<file path="src/verilog/usrb_pkg.sv">
// Behaviour
// - Ninth bit and error flags are stored per entry; a data read advances them.
// - Receive complete reads one while unread data is buffered, zero when empty.
// - Clearing receiver enable flushes the buffer and forces receive complete low.
// - Receive interrupt is asserted while enabled, globally enabled and receive complete set.
// - Writes to the status register cannot change the frame, overrun or parity error flags.
// - The error flags never raise an interrupt request.
// - Frame error is one when the first stop bit sampled as zero.
// - Only the first stop bit is checked; stop-bit count setting is ignored.
// - Overrun when buffer holds two, a third waits, and a start bit arrives.
// - Overrun clears when a frame moves from the shift register into the buffer.
// - With parity checking off the parity error flag reads zero.
// - Parity check runs only with the upper mode bit; lower bit picks odd or even.
// - Checker compares computed data parity with the received bit, stores the result.
// - Parity error set only if wrong and checking was on at arrival, until read.
// - Disabling is immediate: frame in progress dropped, pin returns to port function.
// - A data read frees its buffer slot at once for a new character.
// - Each bit is sampled several times and low-pass filtered.
// - After the first stop bit the frame moves to the buffer; second stop ignored.
// - For sizes below eight bits the unused upper data bits read as zero.
// - Start bit accepted by majority of samples 8,9,10 or 4,5,6, else noise.
// - Sampling is 16 per bit normal, 8 double speed; bit is centre-sample majority.
package usrb_pkg;

  // ==========================================================
  // Register map
  localparam int unsigned ADDR_W      = 8;
  localparam logic [7:0]  OFF_STATUS  = 8'h00;
  localparam logic [7:0]  OFF_CTRL_B  = 8'h04;
  localparam logic [7:0]  OFF_CTRL_C  = 8'h08;
  localparam logic [7:0]  OFF_DATA    = 8'h0C;
  localparam logic [7:0]  OFF_BAUD    = 8'h10;

  // ==========================================================
  // Field positions
  localparam int unsigned ST_RXC      = 7;
  localparam int unsigned ST_FE       = 4;
  localparam int unsigned ST_DOR      = 3;
  localparam int unsigned ST_PE       = 2;
  localparam int unsigned ST_DS       = 1;
  localparam int unsigned CB_RXCIE    = 7;
  localparam int unsigned CB_RXEN     = 4;
  localparam int unsigned CB_CS2      = 2;
  localparam int unsigned CB_RX9      = 1;
  localparam int unsigned CC_PM1      = 5;
  localparam int unsigned CC_PM0      = 4;
  localparam int unsigned CC_STOP     = 3;
  localparam int unsigned CC_CS_LO    = 1;

  // ==========================================================
  // Reset values and counts
  localparam logic [2:0]  CS_RST      = 3'h3;
  localparam logic [2:0]  CS_NINE     = 3'h7;
  localparam logic [15:0] BAUD_RST    = 16'h0000;
  localparam logic [4:0]  SPB_NORMAL  = 5'h10;
  localparam logic [4:0]  SPB_DOUBLE  = 5'h08;
  localparam logic [4:0]  VOTE_NORMAL = 5'h08;
  localparam logic [4:0]  VOTE_DOUBLE = 5'h04;
  localparam logic [3:0]  BITS_MIN    = 4'h5;
  localparam logic [3:0]  BITS_BYTE   = 4'h8;
  localparam logic [3:0]  BITS_NINE   = 4'h9;

  // ==========================================================
  // Types
  typedef struct packed {
    logic [8:0] data;
    logic       parity_bit;
    logic       stop_bit;
  } usrb_frame_type;

  typedef struct packed {
    logic       ninth;
    logic       fe;
    logic       dor;
    logic       pe;
    logic [7:0] data;
  } usrb_entry_type;

  typedef enum logic [4:0] {
    RXS_IDLE  = 5'h01,
    RXS_START = 5'h02,
    RXS_DATA  = 5'h04,
    RXS_PAR   = 5'h08,
    RXS_STOP  = 5'h10
  } usrb_rx_state_type;

endpackage

</file>
<file path="src/verilog/usrb_rx_frame.sv">
`timescale 1ns/100ps
module usrb_rx_frame (
  // Clock and reset
  input  wire logic                    core_clk,
  input  wire logic                    nrst,
  // Configuration
  input  wire logic                    enable,
  input  wire logic                    double_speed,
  input  wire logic                    parity_en,
  input  wire logic [3:0]              nbits,
  // Sampling
  input  wire logic                    sample_tick,
  input  wire logic                    rx_in,
  // Frame out
  output logic                         start_seen,
  output logic                         frame_done,
  output usrb_pkg::usrb_frame_type     frame
);
  import usrb_pkg::*;

  usrb_rx_state_type state;
  logic [4:0]        cnt;
  logic [3:0]        bit_idx;
  logic [1:0]        samp;
  logic              prev_rx;
  logic [4:0]        spb;
  logic [4:0]        v_first;
  logic [4:0]        v_last;
  logic              vote;
  logic              at_vote;
  logic              at_end;

  function automatic logic maj3(input logic a, input logic b, input logic c);
    maj3 = (a & b) | (a & c) | (b & c);
  endfunction

  // ==========================================================
  // Sample position
  assign spb     = double_speed ? SPB_DOUBLE : SPB_NORMAL;
  assign v_first = double_speed ? VOTE_DOUBLE : VOTE_NORMAL;
  assign v_last  = v_first + 5'h02;
  assign vote    = maj3(samp[1], samp[0], rx_in);
  assign at_vote = sample_tick && (state != RXS_IDLE) && (cnt == v_last);
  assign at_end  = sample_tick && (cnt == spb);

  always_ff @(posedge core_clk or negedge nrst) begin
    if (!nrst) begin
      prev_rx <= 1'b1;
      samp    <= 2'h3;
    end else if (sample_tick) begin
      prev_rx <= rx_in;
      samp    <= {samp[0], rx_in};
    end
  end

  // Edge sample is sample 1, so the next tick is sample 2
  always_ff @(posedge core_clk or negedge nrst) begin
    if (!nrst) begin
      cnt <= 5'h02;
    end else if (sample_tick) begin
      if (state == RXS_IDLE) begin
        cnt <= 5'h02;
      end else if (cnt == spb) begin
        cnt <= 5'h01;
      end else begin
        cnt <= cnt + 5'h01;
      end
    end
  end

  // ==========================================================
  // Frame sequencing
  always_ff @(posedge core_clk or negedge nrst) begin
    if (!nrst) begin
      state <= RXS_IDLE;
    end else if (!enable) begin
      state <= RXS_IDLE;
    end else if (sample_tick) begin
      unique case (state)
        RXS_IDLE: begin
          if (prev_rx && !rx_in) begin
            state <= RXS_START;
          end
        end
        RXS_START: begin
          if (at_vote && vote) begin
            state <= RXS_IDLE;
          end else if (at_end) begin
            state <= RXS_DATA;
          end
        end
        RXS_DATA: begin
          if (at_end && (bit_idx == nbits - 4'h1)) begin
            state <= parity_en ? RXS_PAR : RXS_STOP;
          end
        end
        RXS_PAR: begin
          if (at_end) begin
            state <= RXS_STOP;
          end
        end
        RXS_STOP: begin
          // Leaving at the vote lets the next start bit follow early
          if (at_vote) begin
            state <= RXS_IDLE;
          end
        end
      endcase
    end
  end

  always_ff @(posedge core_clk or negedge nrst) begin
    if (!nrst) begin
      bit_idx <= 4'h0;
    end else if (state != RXS_DATA) begin
      bit_idx <= 4'h0;
    end else if (at_end) begin
      bit_idx <= bit_idx + 4'h1;
    end
  end

  always_ff @(posedge core_clk or negedge nrst) begin
    if (!nrst) begin
      frame      <= '0;
      frame_done <= 1'b0;
      start_seen <= 1'b0;
    end else begin
      frame_done <= enable && at_vote && (state == RXS_STOP);
      start_seen <= enable && at_vote && (state == RXS_START) && !vote;
      if (at_vote && (state == RXS_START)) begin
        frame.data <= 9'h000;
      end
      if (at_vote && (state == RXS_DATA)) begin
        frame.data[bit_idx] <= vote;
      end
      if (at_vote && (state == RXS_PAR)) begin
        frame.parity_bit <= vote;
      end
      if (at_vote && (state == RXS_STOP)) begin
        frame.stop_bit <= vote;
      end
    end
  end
endmodule

</file>
<file path="src/verilog/usrb_top.sv">
// The APB register port and the placing of the registers were chosen for this implementation.
`timescale 1ns/100ps
module usrb_top (
  // Clock and reset
  input  wire logic                        core_clk,
  input  wire logic                        nrst,
  // APB slave
  input  wire logic                        psel,
  input  wire logic                        penable,
  input  wire logic                        pwrite,
  input  wire logic [usrb_pkg::ADDR_W-1:0] paddr,
  input  wire logic [31:0]                 pwdata,
  output logic      [31:0]                 prdata,
  output logic                             pready,
  output logic                             pslverr,
  // Serial line
  input  wire logic                        serial_input_pin,
  output logic                             rx_pin_override,
  // Interrupt
  input  wire logic                        global_irq_enable,
  output logic                             rx_complete_irq
);
  import usrb_pkg::*;

  // ==========================================================
  // Configuration registers
  logic        rx_complete_irq_enable;
  logic        rx_enable;
  logic        parity_check_enable;
  logic        parity_odd_select;
  logic        stop_bit_count_select;
  logic        double_speed_select;
  logic [2:0]  char_size_field;
  logic [15:0] baud_div;
  logic [3:0]  nbits;
  logic        nine;

  // ==========================================================
  // Bus decode
  logic        setup;
  logic        access;
  logic        addr_ok;
  logic        wr;
  logic        rd_armed;
  logic        rd_pop;

  assign setup   = psel && !penable;
  assign access  = psel && penable;
  assign addr_ok = (paddr == OFF_STATUS) || (paddr == OFF_CTRL_B) || (paddr == OFF_CTRL_C) ||
                   (paddr == OFF_DATA) || (paddr == OFF_BAUD);
  assign wr      = access && pwrite && addr_ok;
  assign pready  = 1'b1;
  assign pslverr = access && !addr_ok;
  // Pop only what the setup cycle captured, so a late arrival is never skipped
  assign rd_pop  = access && !pwrite && (paddr == OFF_DATA) && rd_armed;

  always_ff @(posedge core_clk or negedge nrst) begin
    if (!nrst) begin
      rx_complete_irq_enable <= 1'b0;
      rx_enable              <= 1'b0;
      parity_check_enable    <= 1'b0;
      parity_odd_select      <= 1'b0;
      stop_bit_count_select  <= 1'b0;
      double_speed_select    <= 1'b0;
      char_size_field        <= CS_RST;
      baud_div               <= BAUD_RST;
    end else if (wr) begin
      unique case (paddr)
        OFF_STATUS: begin
          // Error flag positions are not storage and ignore the write
          double_speed_select <= pwdata[ST_DS];
        end
        OFF_CTRL_B: begin
          rx_complete_irq_enable <= pwdata[CB_RXCIE];
          rx_enable              <= pwdata[CB_RXEN];
          char_size_field[2]     <= pwdata[CB_CS2];
        end
        OFF_CTRL_C: begin
          parity_check_enable    <= pwdata[CC_PM1];
          parity_odd_select      <= pwdata[CC_PM0];
          stop_bit_count_select  <= pwdata[CC_STOP];
          char_size_field[1:0]   <= pwdata[CC_CS_LO +: 2];
        end
        OFF_BAUD: begin
          baud_div <= pwdata[15:0];
        end
        default: begin
        end
      endcase
    end
  end

  // Reserved size codes fall back to eight bits
  assign nine  = (char_size_field == CS_NINE);
  assign nbits = nine ? BITS_NINE :
                 (!char_size_field[2] ? BITS_MIN + {2'b00, char_size_field[1:0]} : BITS_BYTE);

  // ==========================================================
  // Sample clock and pin synchroniser
  logic [15:0] div_cnt;
  logic        sample_tick;
  logic        pin_meta;
  logic        pin_sync;

  assign sample_tick = rx_enable && (div_cnt == baud_div);

  always_ff @(posedge core_clk or negedge nrst) begin
    if (!nrst) begin
      div_cnt <= 16'h0000;
    end else if (!rx_enable || sample_tick) begin
      div_cnt <= 16'h0000;
    end else begin
      div_cnt <= div_cnt + 16'h0001;
    end
  end

  always_ff @(posedge core_clk or negedge nrst) begin
    if (!nrst) begin
      pin_meta <= 1'b1;
      pin_sync <= 1'b1;
    end else begin
      pin_meta <= serial_input_pin;
      pin_sync <= pin_meta;
    end
  end

  assign rx_pin_override = rx_enable;

  // ==========================================================
  // Frame receiver
  logic           start_seen;
  logic           frame_done;
  usrb_frame_type frame;

  usrb_rx_frame u_frame (
    .core_clk     (core_clk),
    .nrst         (nrst),
    .enable       (rx_enable),
    .double_speed (double_speed_select),
    .parity_en    (parity_check_enable),
    .nbits        (nbits),
    .sample_tick  (sample_tick),
    .rx_in        (pin_sync),
    .start_seen   (start_seen),
    .frame_done   (frame_done),
    .frame        (frame)
  );

  // ==========================================================
  // Entry built from a finished frame
  usrb_entry_type new_e;
  logic [8:0]     used;

  always_comb begin
    used        = frame.data & (nine ? 9'h1FF : {1'b0, 8'(~(8'hFF << nbits[2:0]))});
    if (nbits == BITS_BYTE) begin
      used      = {1'b0, frame.data[7:0]};
    end
    new_e.data  = used[7:0];
    new_e.ninth = used[8];
    new_e.fe    = !frame.stop_bit;
    new_e.dor   = 1'b0;
    new_e.pe    = parity_check_enable && ((^used) ^ frame.parity_bit ^ parity_odd_select);
  end

  // ==========================================================
  // Two-entry buffer with one character waiting in the shift register
  usrb_entry_type buf_mem [2];
  usrb_entry_type hold;
  usrb_entry_type head;
  usrb_entry_type push_e;
  logic           hold_valid;
  logic           rd_ptr;
  logic [1:0]     count;
  logic           dor_pend;
  logic           room;
  logic           take_hold;
  logic           take_new;
  logic           push;
  logic           ovr_start;

  assign room      = (count != 2'h2) || rd_pop;
  assign take_hold = hold_valid && room;
  assign take_new  = frame_done && !hold_valid && room;
  assign push      = take_hold || take_new;
  assign ovr_start = start_seen && (count == 2'h2) && hold_valid && !rd_pop;
  assign head      = buf_mem[rd_ptr];

  always_comb begin
    push_e     = take_hold ? hold : new_e;
    push_e.dor = dor_pend;
  end

  always_ff @(posedge core_clk or negedge nrst) begin
    if (!nrst) begin
      for (int i = 0; i < 2; i++) begin
        buf_mem[i] <= '0;
      end
    end else if (push) begin
      buf_mem[rd_ptr ^ count[0]] <= push_e;
    end
  end

  always_ff @(posedge core_clk or negedge nrst) begin
    if (!nrst) begin
      count  <= 2'h0;
      rd_ptr <= 1'b0;
    end else if (!rx_enable) begin
      count  <= 2'h0;
      rd_ptr <= 1'b0;
    end else begin
      count  <= count + {1'b0, push} - {1'b0, rd_pop};
      rd_ptr <= rd_ptr ^ rd_pop;
    end
  end

  always_ff @(posedge core_clk or negedge nrst) begin
    if (!nrst) begin
      hold_valid <= 1'b0;
      hold       <= '0;
    end else if (!rx_enable || ovr_start) begin
      hold_valid <= 1'b0;
    end else if (frame_done && !take_new) begin
      hold_valid <= 1'b1;
      hold       <= new_e;
    end else if (take_hold) begin
      hold_valid <= 1'b0;
    end
  end

  always_ff @(posedge core_clk or negedge nrst) begin
    if (!nrst) begin
      dor_pend <= 1'b0;
    end else if (!rx_enable) begin
      dor_pend <= 1'b0;
    end else if (ovr_start) begin
      dor_pend <= 1'b1;
    end else if (push) begin
      dor_pend <= 1'b0;
    end
  end

  // ==========================================================
  // Status view and read data
  logic rx_complete_flag;
  logic frame_error_flag;
  logic overrun_flag;
  logic parity_error_flag;
  logic rx_ninth_bit;

  assign rx_complete_flag  = (count != 2'h0);
  assign frame_error_flag  = rx_complete_flag && head.fe;
  assign overrun_flag      = rx_complete_flag && head.dor;
  assign parity_error_flag = rx_complete_flag && head.pe && parity_check_enable;
  assign rx_ninth_bit      = rx_complete_flag && head.ninth;
  // Error flags feed no request
  assign rx_complete_irq   = rx_complete_irq_enable && global_irq_enable && rx_complete_flag;

  always_ff @(posedge core_clk or negedge nrst) begin
    if (!nrst) begin
      prdata   <= 32'h0000_0000;
      rd_armed <= 1'b0;
    end else if (setup) begin
      rd_armed <= !pwrite && (paddr == OFF_DATA) && rx_complete_flag;
      prdata   <= 32'h0000_0000;
      if (!pwrite) begin
        unique case (paddr)
          OFF_STATUS: begin
            prdata[ST_RXC] <= rx_complete_flag;
            prdata[ST_FE]  <= frame_error_flag;
            prdata[ST_DOR] <= overrun_flag;
            prdata[ST_PE]  <= parity_error_flag;
            prdata[ST_DS]  <= double_speed_select;
          end
          OFF_CTRL_B: begin
            prdata[CB_RXCIE] <= rx_complete_irq_enable;
            prdata[CB_RXEN]  <= rx_enable;
            prdata[CB_CS2]   <= char_size_field[2];
            prdata[CB_RX9]   <= rx_ninth_bit;
          end
          OFF_CTRL_C: begin
            prdata[CC_PM1]        <= parity_check_enable;
            prdata[CC_PM0]        <= parity_odd_select;
            prdata[CC_STOP]       <= stop_bit_count_select;
            prdata[CC_CS_LO +: 2] <= char_size_field[1:0];
          end
          OFF_DATA: begin
            prdata[7:0] <= rx_complete_flag ? head.data : 8'h00;
          end
          OFF_BAUD: begin
            prdata[15:0] <= baud_div;
          end
          default: begin
          end
        endcase
      end
    end
  end
endmodule
</file>
<file path="config.mk">
export PLATFORM = sky130hd
export DESIGN_NAME = usrb_top
export DESIGN_NICKNAME = d
export VERILOG_FILES = /design/src/verilog/usrb_pkg.sv /design/src/verilog/usrb_rx_frame.sv /design/src/verilog/usrb_top.sv
export SDC_FILE = /design/constraint.sdc
export NUM_CORES = 1
export LEC_CHECK = 0
export ABC_CLOCK_PERIOD_IN_PS = 2700
export BUFFER_PORTS_ARGS = -buffer_cell sky130_fd_sc_hd__buf_2
export CAP_MARGIN = 25
export CORE_MARGIN = 2
export CORE_UTILIZATION = 35
export DETAILED_ROUTE_END_ITERATION = 10
export MAX_ROUTING_LAYER = met4
export PLACE_DENSITY = 0.63
export SLEW_MARGIN = 0
export SYNTH_ARGS = -nofsm -noshare
export SYNTH_HDL_FRONTEND = slang
export SYNTH_HIERARCHICAL = 1
export SYNTH_SLANG_ARGS = --single-unit
</file>
<file path="constraint.sdc">
create_clock -name core_clk -period 2.7 [get_ports core_clk]
set_input_delay 0.54 -clock core_clk [delete_from_list [all_inputs] [get_ports core_clk]]
set_output_delay 0.54 -clock core_clk [all_outputs]
set_load 0.02 [all_outputs]
</file>
==> flow_summary.json <==
{
  "combPwrFrac": 0.212,
  "drc_errors": 0,
  "core_area_mm2": 0.0200,
  "crit_path_start_kind": "flip-flop",
  "switchingPower_mw": 1.80,
  "ys_ff_latch": 129,
  "initial_core_util": 0.354,
  "grt.total_usage": 0.164,
  "synth_top_area_cell": "dfrtp_1",
  "power_mw": 5.98,
  "end_kind": "flip-flop",
  "die_h_um": 146,
  "cp_max_fo": 4,
  "via_per_inst": 4.97,
  "p_sw_frac": 0.301,
  "fp-row-count": 52,
  "cp-startpoint": "baud_div[0]$_DFFE_PN0P_",
  "cts_made_buffers": 17,
  "yosysMostFrequentCell": "dfrtp_1",
  "synth_ff_type": "dfrtp_1",
  "worstReg2RegStart": "baud_div[0]$_DFFE_PN0P_",
  "r2r_cells": 9,
  "syn_area_per_cell_um2": 10.3,
  "die_x_um": 146,
  "drt-initial-drc-count": 308,
  "synth_common_cells": "dfrtp_1, nand2_1, nor2_1",
  "netlist_area_mm2": 0.00709,
  "critical_path_class": "flip-flop to flip-flop",
  "cp.depth": 9,
  "path_clk_slew_ns": 0.06,
  "status": "complete, no violations",
  "leakage_nw": 4.06,
  "cts_root_buffer": "clkbuf_16",
  "cts_tree": "yes",
  "ir_drop_mv": 0.442,
  "synth.distinct_cells": 81,
  "fp.dieArea_mm2": 0.0214,
  "grt_max_degree": 68,
  "worst_slew_pin_slew_ns": 0.525,
  "synth_top_area_frac": 0.427,
  "period_needed_ns": 2.65,
  "drive_gt1_frac": 0.293,
  "synthArstFlopShare": 1.00,
  "area_growth_pct": 22.8,
  "cts.sink_count": 129,
  "crit_required_ns": 3.06,
  "port_buffers": 49,
  "power_frac_seq": 0.366,
  "pwr_density_cell_mw_per_mm2": 687,
  "final_max_slew_viol_count": 0,
  "yosys_warnings": 6,
  "worst_clock_skew_ns": 0.0101,
  "max_stage_delay_ns": 0.52,
  "final_area_mm2": 0.00871,
  "hold_viol": 0,
  "wl_um": 16300,
  "min_path_type": "input pin to asynchronous set/reset pin",
  "slew_headroom": 0.649,
  "fmax_mhz": 377,
  "htree_levels": 4,
  "grt_overflow_total": 0,
  "drt_first_pass_iters": 5,
  "hpwl_um": 12000,
  "finalCritPeriodShare": 0.983,
  "synth.area.top_cells": "dfrtp_1, mux2_2, xor2_1",
  "critPathArrivalTime_ns": 3.01,
  "synth_edf_count": 0,
  "first_global_vias": 5282,
  "gp_congestion": 0.857,
  "yosysSeqAreaShare": 0.457,
  "nets": 848,
  "num_vias": 5312,
  "placed_area_mm2": 0.00794,
  "clock_latency_ns": 0.42,
  "setup_viol": 0,
  "antenna_cells": 0,
  "synth_cells": 685,
  "p_clk_frac": 0.422,
  "cap_violations": 0,
  "crit_slowest_cell": "or4_4",
  "grt_pass1_wl_um": 27200,
  "clock_path_buffers": 2,
  "cp_cell_sequence": "xor2_1, nor4_2, nand4_1, nor2_2, inv_2, a21o_1, or4_4, a2111oi_4, a32o_1",
  "antenna_found_initial": 0,
  "critPathTopFamily": "simple AND/OR/NAND/NOR gates",
  "wl_per_cell_um": 15.3,
  "ant_nets": 0,
  "fin_util": 0.435,
  "p_int_mw": 4.18,
  "rsz0062_at_grt": "yes",
  "ioPinCount": 83,
  "cp.buffers_inverters": 1
}
worst reg2reg max path, delay by kind of cell (launching register included):
family | cells | cell delay [ns]
simple gates | 4 | 1.27
compound gates | 3 | 0.69
flops | 1 | 0.41
xor+xnor | 1 | 0.18
buf+inv | 1 | 0.05
through the flow:
step	hold WS, ns	setup WS [ns]	TNS (ns)	cells
after CTS	0.0263	0.0000555	0	1066
after floorplan	0.244	0.0108	0	700
after detailed placement	0.349	-0.0917	-0.138	1033
after global routing	0.0424	-0.0887	-0.280	1069
after global placement	0.347	-0.0577	-0.0899	1033
final	0.0313	0.0460	0	1069
path summary, 6_finish.rpt:
path	to	slack [ns]
setup / recovery	u_frame/state[4]$_DFFE_PN0P_	0.05
max in group asynchronous	u_frame/samp[1]$_DFFE_PN1P_	1.96
hold reg to reg	pin_sync$_DFF_PN1_	0.36
hold / removal	u_frame/cnt[2]$_DFFE_PN0P_	0.03
min in group core_clk	pin_meta$_DFF_PN1_	0.22
setup reg to reg	u_frame/state[4]$_DFFE_PN0P_	0.05
cell families after synthesis:
kind of cell    synth area share
compound gates             0.127
xor+xnor                  0.0642
buf+inv                   0.0482
other cells              0.00106
simple gates               0.167
flops                      0.457
fa+ha+maj                 0.0265
mux                        0.110
power by group through the flow:
| stage | registers (mW) | logic, mW | clock network, mW |
|---|---|---|---|
| global placement | 2.22 | 1.18 | 0 |
| global route | 2.21 | 1.41 | 2.68 |
| finish | 2.19 | 1.27 | 2.52 |
| CTS | 2.19 | 1.22 | 2.59 |
| detailed placement | 2.22 | 1.19 | 0 |
| floorplan | 2.21 | 0.812 | 0 |
layout make-up:
| cell class | instances | area (µm²) |
|---|---|---|
| Sequential cell | 129 | 3240 |
| Timing Repair Buffer | 110 | 747 |
| Inverter | 19 | 71.3 |
| Clock inverter | 15 | 223 |
| Fill cell | 1934 | 11300 |
| Multi-Input combinational cell | 509 | 3670 |
| Tap cell | 270 | 338 |
| Clock buffer | 17 | 425 |
metal layers:
metal	vias up	part of all wire	global-route usage
met4	0	0.0090	0.0451
met1	2608	0.49	0.221
li1	2600	-	-
met3	9	0.028	0.0331
met5	-	0	-
met2	95	0.47	0.253
timing repair:
| action | in CTS | in global routing |
|---|---|---|
| gates cloned | 0 | 0 |
| pin swaps | 4 | 10 |
| gates resized for setup | 4 | 14 |
| setup endpoints to repair | 4 | 9 |
| hold buffers | 0 | 0 |
| buffers inserted | 1 | 3 |
state kept, by name (all words and copies together) (netlist names), 2 cells and up:
| signal | count |
|---|---|
| baud_div | 16 |
| buf_mem | 24 |
| char_size_field | 3 |
| count | 2 |
| div_cnt | 16 |
| hold | 11 |
| prdata | 16 |
| u_frame/bit_idx | 4 |
| u_frame/cnt | 5 |
| u_frame/frame | 11 |
| u_frame/samp | 2 |
| u_frame/state | 5 |
cells in the final DEF (no fill, tap or decap), drive strengths merged, types with 19 or more instances in the layout:
master,synthesis,routed
inv,19,27
xor2,35,35
dfrtp,121,121
nand2,65,65
nand3,19,19
mux2i,20,20
o21ai,28,28
mux2,50,50
a21oi,25,25
buf,27,110
nor2,61,61
No activity file was read; power rests on OpenSTA's default activity.
